<file path="src/rx_frame_defs.svh">
// Constants for the receive input framing and status block.
// Assumes a 250 MHz system clock and a 32-bit AXI4-Lite register bus.
`ifndef RX_FRAME_DEFS_SVH
`define RX_FRAME_DEFS_SVH

// ----------------------------------------
// Register map
// ----------------------------------------
`define REG_CTRL      8'h00
`define REG_STATUS    8'h04
`define CTRL_RESET    4'h1
`define AXI_OKAY      2'b00
`define AXI_SLVERR    2'b10

// ----------------------------------------
// Framing pattern and frame lengths
// ----------------------------------------
`define A1_BYTE       8'hf6
`define A2_BYTE       8'h28
`define FLEN_STS1     14'd810
`define FLEN_STS3     14'd2430
`define FLEN_STS12    14'd9720

// ----------------------------------------
// Timing
// ----------------------------------------
`define CLK_PERIOD_NS 4
`define LOF_TIME_MS   3
`define LOS_TIME_US   20
`define LOS_WIN_US    125

`endif

</file>
<file path="src/rx_frame_pkg.sv">
// Types shared by the receive input framing block.
// Assumes nothing beyond a SystemVerilog compiler.
`default_nettype none
package rx_frame_pkg;
  typedef enum logic [1:0] {
    MODE_STS1_SERIAL,
    MODE_STS1_BYTE,
    MODE_STS3_BYTE,
    MODE_STS12_BYTE
  } rx_mode_t;

  typedef struct packed {
    logic     auto_ais;
    logic     ring_en;
    rx_mode_t mode;
  } ctrl_t;

  typedef struct packed {
    logic ais_insert;
    logic los;
    logic lof;
    logic oof;
  } status_t;
endpackage : rx_frame_pkg
`default_nettype wire

</file>
<file path="src/sonet_receive_input_framing_status.sv">
// Receive input interface: byte or bit-serial capture, framing,
// OOF/LOF/LOS status, line AIS request and transmit ring port sampling.
// Assumes all pins are synchronous to aclk; pin clocks are edge-sampled.
//
// The implementer's own choices: the AXI4-Lite slave port and the register offsets.
`include "rx_frame_defs.svh"
`default_nettype none

module sonet_receive_input_framing_status
  import rx_frame_pkg::*;
#(
  parameter int LOF_CYC = `LOF_TIME_MS * 1000000 / `CLK_PERIOD_NS,
  parameter int LOS_CYC = `LOS_TIME_US * 1000 / `CLK_PERIOD_NS,
  parameter int WIN_CYC = `LOS_WIN_US * 1000 / `CLK_PERIOD_NS
) (
  input  wire logic        aclk,                      // System clock
  input  wire logic        aresetn,                   // Sync reset
  input  wire logic [7:0]  s_axi_awaddr,              // Write address
  input  wire logic        s_axi_awvalid,             // Write addr valid
  output logic             s_axi_awready,             // Write addr ready
  input  wire logic [31:0] s_axi_wdata,               // Write data
  input  wire logic [3:0]  s_axi_wstrb,               // Byte enables
  input  wire logic        s_axi_wvalid,              // Write data valid
  output logic             s_axi_wready,              // Write data ready
  output logic [1:0]       s_axi_bresp,               // Write response
  output logic             s_axi_bvalid,              // Response valid
  input  wire logic        s_axi_bready,              // Response ready
  input  wire logic [7:0]  s_axi_araddr,              // Read address
  input  wire logic        s_axi_arvalid,             // Read addr valid
  output logic             s_axi_arready,             // Read addr ready
  output logic [31:0]      s_axi_rdata,               // Read data
  output logic [1:0]       s_axi_rresp,               // Read response
  output logic             s_axi_rvalid,              // Read valid
  input  wire logic        s_axi_rready,              // Read ready
  input  wire logic        byte_receive_clock,        // Byte clock pin
  input  wire logic [7:0]  receive_byte_bus,          // Byte stream
  input  wire logic        receive_frame_marker,      // Frame position
  input  wire logic        serial_receive_clock,      // Serial clock pin
  input  wire logic        serial_receive_bit,        // Serial stream
  input  wire logic        ais_request_ring_clock,    // Shared pin
  input  wire logic        tx_ring_port_frame_marker, // Ring frame pos
  input  wire logic        tx_ring_port_serial_data,  // Ring data
  input  wire logic        incoming_line_ais,         // Line AIS seen
  output logic             receive_byte_output_clock, // Output clock
  output logic [7:0]       rx_byte,                   // Captured byte
  output logic             rx_byte_valid,             // Byte pulse
  output logic             out_of_frame,              // OOF
  output logic             loss_of_frame,             // LOF
  output logic             loss_of_signal,            // LOS
  output logic             line_ais_insert,           // Force AIS
  output logic             ring_frame_bit,            // Ring frame bit
  output logic             ring_data_bit,             // Ring data bit
  output logic             ring_bit_strobe            // Ring bit pulse
);

  // ----------------------------------------
  // Registers and bus slave
  // ----------------------------------------
  ctrl_t       ctrl_r;
  status_t     stat;
  logic        aw_hold_r, w_hold_r;
  logic [7:0]  awaddr_r;
  logic [31:0] wdata_r;
  logic        wstrb0_r;
  logic        serial;

  // Word indices of the two registers, sized to the decoded address bits
  localparam logic [5:0] CTRL_WORD = 6'(`REG_CTRL >> 2);
  localparam logic [5:0] STAT_WORD = 6'(`REG_STATUS >> 2);

  assign serial        = ctrl_r.mode == MODE_STS1_SERIAL;
  assign s_axi_awready = !aw_hold_r && !s_axi_bvalid;
  assign s_axi_wready  = !w_hold_r && !s_axi_bvalid;
  assign s_axi_arready = !s_axi_rvalid;

  always_ff @(posedge aclk)
    if (!aresetn)
    begin
      aw_hold_r <= 1'b0;
      w_hold_r  <= 1'b0;
      awaddr_r  <= 8'h00;
      wdata_r   <= 32'h0;
      wstrb0_r  <= 1'b0;
    end
    else if (aw_hold_r && w_hold_r && !s_axi_bvalid)
    begin
      aw_hold_r <= 1'b0;
      w_hold_r  <= 1'b0;
    end
    else
    begin
      if (s_axi_awvalid && s_axi_awready)
      begin
        aw_hold_r <= 1'b1;
        awaddr_r  <= s_axi_awaddr;
      end
      if (s_axi_wvalid && s_axi_wready)
      begin
        w_hold_r <= 1'b1;
        wdata_r  <= s_axi_wdata;
        wstrb0_r <= s_axi_wstrb[0];
      end
    end

  always_ff @(posedge aclk)
    if (!aresetn)
    begin
      s_axi_bvalid <= 1'b0;
      s_axi_bresp  <= `AXI_OKAY;
      ctrl_r       <= ctrl_t'(`CTRL_RESET);
    end
    else if (aw_hold_r && w_hold_r && !s_axi_bvalid)
    begin
      s_axi_bvalid <= 1'b1;
      s_axi_bresp  <= `AXI_OKAY;
      // Mode, ring enable and auto AIS all live in byte lane 0
      if (awaddr_r[7:2] == CTRL_WORD)
      begin
        if (wstrb0_r)
          ctrl_r <= ctrl_t'(wdata_r[3:0]);
      end
      else if (awaddr_r[7:2] != STAT_WORD)
        s_axi_bresp <= `AXI_SLVERR;
    end
    else if (s_axi_bready)
      s_axi_bvalid <= 1'b0;

  always_ff @(posedge aclk)
    if (!aresetn)
    begin
      s_axi_rvalid <= 1'b0;
      s_axi_rdata  <= 32'h0;
      s_axi_rresp  <= `AXI_OKAY;
    end
    else if (s_axi_arvalid && s_axi_arready)
    begin
      s_axi_rvalid <= 1'b1;
      s_axi_rresp  <= `AXI_OKAY;
      case (s_axi_araddr[7:2])
        CTRL_WORD: s_axi_rdata <= {28'h0, ctrl_r};
        STAT_WORD: s_axi_rdata <= {28'h0, stat};
        default:
        begin
          s_axi_rdata <= 32'h0;
          s_axi_rresp <= `AXI_SLVERR;
        end
      endcase
    end
    else if (s_axi_rready)
      s_axi_rvalid <= 1'b0;

  // ----------------------------------------
  // Pin clock edges and byte capture
  // ----------------------------------------
  logic       bclk_q, sclk_q, rclk_q;
  logic       bclk_rise, sclk_rise, rclk_rise;
  logic [6:0] sr_r;
  logic [2:0] ser_cnt_r;
  logic       cap_mark_r, ais_req_r;

  assign bclk_rise = byte_receive_clock && !bclk_q;
  assign sclk_rise = serial_receive_clock && !sclk_q;
  assign rclk_rise = ais_request_ring_clock && !rclk_q;

  always_ff @(posedge aclk)
    if (!aresetn)
    begin
      bclk_q <= 1'b0;
      sclk_q <= 1'b0;
      rclk_q <= 1'b0;
    end
    else
    begin
      bclk_q <= byte_receive_clock;
      sclk_q <= serial_receive_clock;
      rclk_q <= ais_request_ring_clock;
    end

  always_ff @(posedge aclk)
    if (!aresetn)
    begin
      rx_byte       <= 8'h00;
      rx_byte_valid <= 1'b0;
      cap_mark_r    <= 1'b0;
      sr_r          <= 7'h00;
      ser_cnt_r     <= 3'd0;
    end
    else if (serial)
    begin
      rx_byte_valid <= 1'b0;
      cap_mark_r    <= 1'b0;
      if (sclk_rise)
      begin
        sr_r      <= {sr_r[5:0], serial_receive_bit};
        ser_cnt_r <= ser_cnt_r + 3'd1;
        if (ser_cnt_r == 3'd7)
        begin
          // First bit received ends up in bit 7
          rx_byte       <= {sr_r, serial_receive_bit};
          rx_byte_valid <= 1'b1;
        end
      end
    end
    else
    begin
      rx_byte_valid <= bclk_rise;
      if (bclk_rise)
      begin
        rx_byte    <= receive_byte_bus;
        cap_mark_r <= receive_frame_marker;
      end
    end

  // Byte modes simply echo the byte clock
  always_ff @(posedge aclk)
    if (!aresetn)
      receive_byte_output_clock <= 1'b0;
    else if (!serial)
      receive_byte_output_clock <= bclk_q;
    else if (sclk_rise && ser_cnt_r[1:0] == 2'd3)
      receive_byte_output_clock <= !receive_byte_output_clock;

  // ----------------------------------------
  // Shared pin: AIS request or ring clock
  // ----------------------------------------
  always_ff @(posedge aclk)
    if (!aresetn)
      ais_req_r <= 1'b0;
    else if (ctrl_r.ring_en)
      ais_req_r <= 1'b0;
    else if (bclk_rise)
      ais_req_r <= ais_request_ring_clock;

  always_ff @(posedge aclk)
    if (!aresetn)
    begin
      ring_frame_bit  <= 1'b0;
      ring_data_bit   <= 1'b0;
      ring_bit_strobe <= 1'b0;
    end
    else
    begin
      ring_bit_strobe <= ctrl_r.ring_en && rclk_rise;
      if (ctrl_r.ring_en && rclk_rise)
      begin
        ring_frame_bit <= tx_ring_port_frame_marker;
        ring_data_bit  <= tx_ring_port_serial_data;
      end
    end

  // ----------------------------------------
  // Frame alignment
  // ----------------------------------------
  logic [7:0]  prev_r;
  logic [13:0] pos_r, flen;
  logic        word_ok, at_exp;

  always_comb
    case (ctrl_r.mode)
      MODE_STS3_BYTE:  flen = `FLEN_STS3;
      MODE_STS12_BYTE: flen = `FLEN_STS12;
      default:         flen = `FLEN_STS1;
    endcase

  // Serial mode has no marker, so the pattern alone qualifies
  assign word_ok = prev_r == `A1_BYTE && rx_byte == `A2_BYTE
                   && (serial || cap_mark_r);
  assign at_exp  = pos_r == flen - 14'd1;

  always_ff @(posedge aclk)
    if (!aresetn)
    begin
      prev_r       <= 8'h00;
      pos_r        <= 14'd0;
      out_of_frame <= 1'b1;
    end
    else if (rx_byte_valid)
    begin
      prev_r <= rx_byte;
      if (word_ok)
      begin
        pos_r        <= 14'd0;
        out_of_frame <= out_of_frame ? 1'b0 : !at_exp;
      end
      else if (cap_mark_r || at_exp)
      begin
        pos_r        <= 14'd0;
        out_of_frame <= 1'b1;
      end
      else
        pos_r <= pos_r + 14'd1;
    end

  // ----------------------------------------
  // Loss of frame and loss of signal
  // ----------------------------------------
  logic [19:0] lof_cnt_r;
  logic [19:0] zero_cnt_r;
  logic [19:0] win_cnt_r;
  logic        good_r, zero_viol;

  // Any return to the current state restarts the persistence timer
  always_ff @(posedge aclk)
    if (!aresetn)
    begin
      lof_cnt_r     <= 20'd0;
      loss_of_frame <= 1'b0;
    end
    else if (out_of_frame == loss_of_frame)
      lof_cnt_r <= 20'd0;
    else if (lof_cnt_r == 20'(LOF_CYC - 1))
    begin
      lof_cnt_r     <= 20'd0;
      loss_of_frame <= out_of_frame;
    end
    else
      lof_cnt_r <= lof_cnt_r + 20'd1;

  assign zero_viol = zero_cnt_r == 20'(LOS_CYC);

  always_ff @(posedge aclk)
    if (!aresetn)
      zero_cnt_r <= 20'd0;
    else if (rx_byte_valid && rx_byte != 8'h00)
      zero_cnt_r <= 20'd0;
    else if (!zero_viol)
      zero_cnt_r <= zero_cnt_r + 20'd1;

  always_ff @(posedge aclk)
    if (!aresetn)
    begin
      loss_of_signal <= 1'b0;
      good_r         <= 1'b0;
      win_cnt_r      <= 20'd0;
    end
    else if (zero_viol)
    begin
      loss_of_signal <= 1'b1;
      good_r         <= 1'b0;
    end
    else if (rx_byte_valid && word_ok)
    begin
      win_cnt_r <= 20'd0;
      good_r    <= 1'b1;
      if (good_r)
        loss_of_signal <= 1'b0;
    end
    else if (win_cnt_r == 20'(WIN_CYC))
      good_r <= 1'b0;
    else
      win_cnt_r <= win_cnt_r + 20'd1;

  // ----------------------------------------
  // Line AIS insertion
  // ----------------------------------------
  always_ff @(posedge aclk)
    if (!aresetn)
      line_ais_insert <= 1'b0;
    else
      line_ais_insert <= (!ctrl_r.ring_en && ais_req_r)
        || (ctrl_r.auto_ais && (loss_of_signal || loss_of_frame
            || incoming_line_ais));

  assign stat = '{ais_insert: line_ais_insert, los: loss_of_signal,
                  lof: loss_of_frame, oof: out_of_frame};
endmodule : sonet_receive_input_framing_status
`default_nettype wire

</file>
<file path="config.mk">
export PLATFORM = sky130hd
export DESIGN_NAME = sonet_receive_input_framing_status
export DESIGN_NICKNAME = d
export VERILOG_FILES = /design/src/rx_frame_pkg.sv /design/src/sonet_receive_input_framing_status.sv
export VERILOG_INCLUDE_DIRS = /design/src /design/src/src
export SDC_FILE = /design/constraint.sdc
export NUM_CORES = 1
export LEC_CHECK = 0
export BUFFER_PORTS_ARGS = -buffer_cell sky130_fd_sc_hd__buf_2
export CORE_ASPECT_RATIO = 0.9
export CORE_MARGIN = 1
export CORE_UTILIZATION = 40
export DETAILED_ROUTE_END_ITERATION = 10
export PLACE_DENSITY = 0.72
export SKIP_LAST_GASP = 1
export SLEW_MARGIN = 15
export SYNTH_ARGS = -nofsm -noshare
export SYNTH_HDL_FRONTEND = slang
export SYNTH_SLANG_ARGS = --single-unit
</file>
<file path="constraint.sdc">
create_clock -name aclk -period 5.3 [get_ports aclk]
set_clock_uncertainty 0.1 [all_clocks]
set_input_delay 1.06 -clock aclk [delete_from_list [all_inputs] [get_ports aclk]]
set_output_delay 1.06 -clock aclk [all_outputs]
set_load 0.1 [all_outputs]
</file>
==> flow_metrics.py <==
metrics = {
    "critical_path": {
        "cpPeakStageDelay_ns": 0.82,
        "crit_buf_inv": 1,
        "arrival_ns": 1.81,
        "crit_type": "reg2out",
        "path_cells": "buf_2",
        "cp.required_ns": 4.14,
        "slowest_stage": "dfxtp_1",
        "cp-end-kind": "output port",
        "path_delay_family": "flip-flops",
        "worstSetupStartpointType": "register",
        "critPathMaxFanout": 17,
    },
    "timing": {
        "hold_violations": 0,
        "fin_crit_ns": 2.966,
        "whs_ns": 0.3563,
        "fmax_mhz": 337.2,
        "setup_violations": 0,
        "setup_tns_ns": 0,
        "worst-slew-pin-transition_ns": 0.9533,
        "rsz0062_at_grt": "no",
        "slew_viol_final": 0,
        "relSlewSlack": 0.3638,
        "worst_slack_ns": 2.334,
        "fin_crit_sh": 0.5595,
    },
    "synthesis": {
        "syn_area_um2": 6549,
        "synth_xor_area_frac": 0.07623,
        "synth-edff-count": 0,
        "postSynthCellCount": 755,
        "synth_warnings": 0,
        "yosys_most_used_dff": "dfxtp_1",
        "yosysUniqueCellTypes": 58,
        "ys_ff_latch": 140,
        "synth.mux.area_fraction": 0.05044,
        "synth_area_leaders": "dfxtp_1 (43%), nor2_1 (6.0%), xor2_1 (5.2%), mux2i_1 (5.0%), nand2_1 (4.1%)",
        "yosys.area_share.simple": 0.2728,
        "synthArstFlopShare": 0,
        "syn_avg_cell_area_um2": 8.674,
        "synth_top_family_by_area": "simple AND/OR/NAND/NOR gates",
        "yosys.area_share.adder": 0.01528,
        "yosysTopAreaCell": "dfxtp_1",
        "ys_seq_area_frac": 0.4280,
        "synth_compound_area_frac": 0.08827,
        "yosys.area.top_type_share": 0.4280,
    },
    "grt": {
        "track_usage": 0.1740,
        "antenna_found_initial": 0,
        "grt_pass1_wl_mm": 23.15,
        "grt_pass1_vias": 4853,
        "grt_max_degree": 76,
        "overflow": 0,
    },
    "detailed_routing": {
        "wl_met3_um": 757,
        "wl_met2_mm": 6.025,
        "postRouteAntennaNets": 0,
        "wire_per_inst_um": 13.60,
        "drtPass1Iterations": 5,
        "vias": 5323,
        "postRouteWirelength_mm": 13.91,
        "drc_errors": 0,
        "vias_per_cell": 5.203,
        "highest_layer": "met4",
        "wl_met1_mm": 6.974,
        "drt_iter0_drc": 251,
    },
    "die": {
        "die_height_um": 123.4,
        "die_w_um": 136.9,
        "core_area_um2": 15710,
        "start_util": 0.4169,
        "die-area_um2": 16890,
        "rows": 43,
        "ioPinCount": 133,
    },
    "finish": {
        "final_cells": 1023,
        "antenna_cells": 0,
        "fin_util": 0.4763,
        "multi_input_area_um2": 3407,
        "ff_latch_area_um2": 2803,
        "fill_cells": 1530,
        "final_nets": 891,
        "postLayoutCellArea_um2": 7482,
        "area_growth_pct": 14.25,
        "drive_above_1_share": 0.1328,
    },
    "placed_design": {
        "dpl_worst_slack_ns": 2.607,
        "place.gp.congestion": 0.8286,
        "portBuffers": 67,
        "postPlaceCellArea_um2": 6862,
        "dp_cells": 991,
        "dp_hpwl_mm": 9.555,
    },
    "pwr": {
        "power.share.clock": 0.473,
        "p_sw_mw": 0.7353,
        "p_total_mw": 2.631,
        "swShare": 0.2795,
        "p_per_area_nw_per_um2": 351.7,
        "combPwrFrac": 0.107,
        "vdd_drop_max_uv": 290.0,
        "intPower_mw": 1.896,
        "power.leakage_nw": 2.866,
        "pwr-share-seq": 0.420,
    },
    "worst_hold_path": {
        "min_path_type": "reg2reg",
    },
    "clock_tree": {
        "cts-root-buf": "clkbuf_16",
        "cts_tree": "yes",
        "htreeDepth": 4,
        "clkSinkCount": 140,
        "ctsResizeCount": 0,
        "clock_path_buffers": 2,
        "post-cts-setup-buffers": 0,
        "cts_buffers": 17,
        "cts.clk_slew.worst_paths_ns": 0.06,
        "clk_latency_ns": 0.42,
        "hold_buffers": 0,
    },
    "flow_run": {
        "max-cap-violations": 0,
    },
    "status": {
        "status": "complete, no violations",
    },
}
## cell usage after synthesis (all sizes together) (15+ instances only)
master,number
and3,16
nor2,105
nand3,25
mux2i,33
clkbuf,25
nand4,23
buf,39
dfxtp,140
nand2,71
a21oi,33
nor3,34
o21ai,15
xnor2,18
xor2,39
## sequential cells by signal, indices dropped and copies added, names as in the netlist, 6 cells and up
name	cells
awaddr_r	6
lof_cnt_r	20
pos_r	14
prev_r	8
rx_byte	8
sr_r	7
win_cnt_r	20
zero_cnt_r	20
## cell usage in the layout (no fill, tap or decap), types with 5 or more instances in the layout
cell / n
a21oi_1: 32
a311oi_1: 9
and2_1: 8
and3_1: 16
and4_1: 6
buf_2: 67
clkbuf_16: 17
conb_1: 30
dfxtp_1: 140
ha_1: 8
inv_1: 12
mux2i_1: 33
nand2_1: 71
nand2b_1: 10
nand3_1: 25
nand3b_1: 5
nand4_1: 23
nor2_1: 104
nor3_1: 34
nor4_1: 12
o211ai_1: 7
o21ai_0: 15
or3_1: 5
or4_1: 6
xnor2_1: 18
xor2_1: 39
## power groups by stage
| stage | combinational (mW) | sequential [mW] | clock [mW] |
|---|---|---|---|
| floorplan | 0.210 | 1.17 | 0 |
| global placement | 0.280 | 1.13 | 0 |
| detailed placement | 0.283 | 1.13 | 0 |
| CTS | 0.284 | 1.10 | 1.28 |
| global route | 0.300 | 1.11 | 1.32 |
| finish | 0.283 | 1.10 | 1.24 |
## cells by family after synthesis
kind of cell	Yosys count
simple gates	351
flops	140
compound gates	88
buf+inv	77
xor+xnor	57
mux	33
fa+ha+maj	8
other cells	1
## layer usage
layer	GRT usage	up-vias
li1	-	2706
met1	0.2348	2492
met2	0.2598	113
met3	0.05166	12
met4	0.06799	0
met5	0	-
## path summary, 6_finish.rpt
check,startpoint,to,slack [ns],cells past startpoint
setup / recovery,rx_byte_valid$_SDFF_PN0_,rx_byte_valid,2.33,1
hold / removal,sr_r[6]$_SDFFE_PN0P_,sr_r[6]$_SDFFE_PN0P_,0.36,2
setup reg to reg,ctrl_r[1]$_SDFFE_PN0P_,win_cnt_r[19]$_SDFFE_PN0P_,2.65,5
hold reg to reg,sr_r[6]$_SDFFE_PN0P_,sr_r[6]$_SDFFE_PN0P_,0.36,2
## area by class of cell
cell class,count,share of cell area
Clock buffer,19,0.05920
Clock inverter,13,0.02375
Inverter,13,0.006522
Multi-Input combinational cell,567,0.4554
Sequential cell,140,0.3746
Tap cell,202,0.03378
Timing Repair Buffer,69,0.04682
No activity file was read; power rests on OpenSTA's default activity.
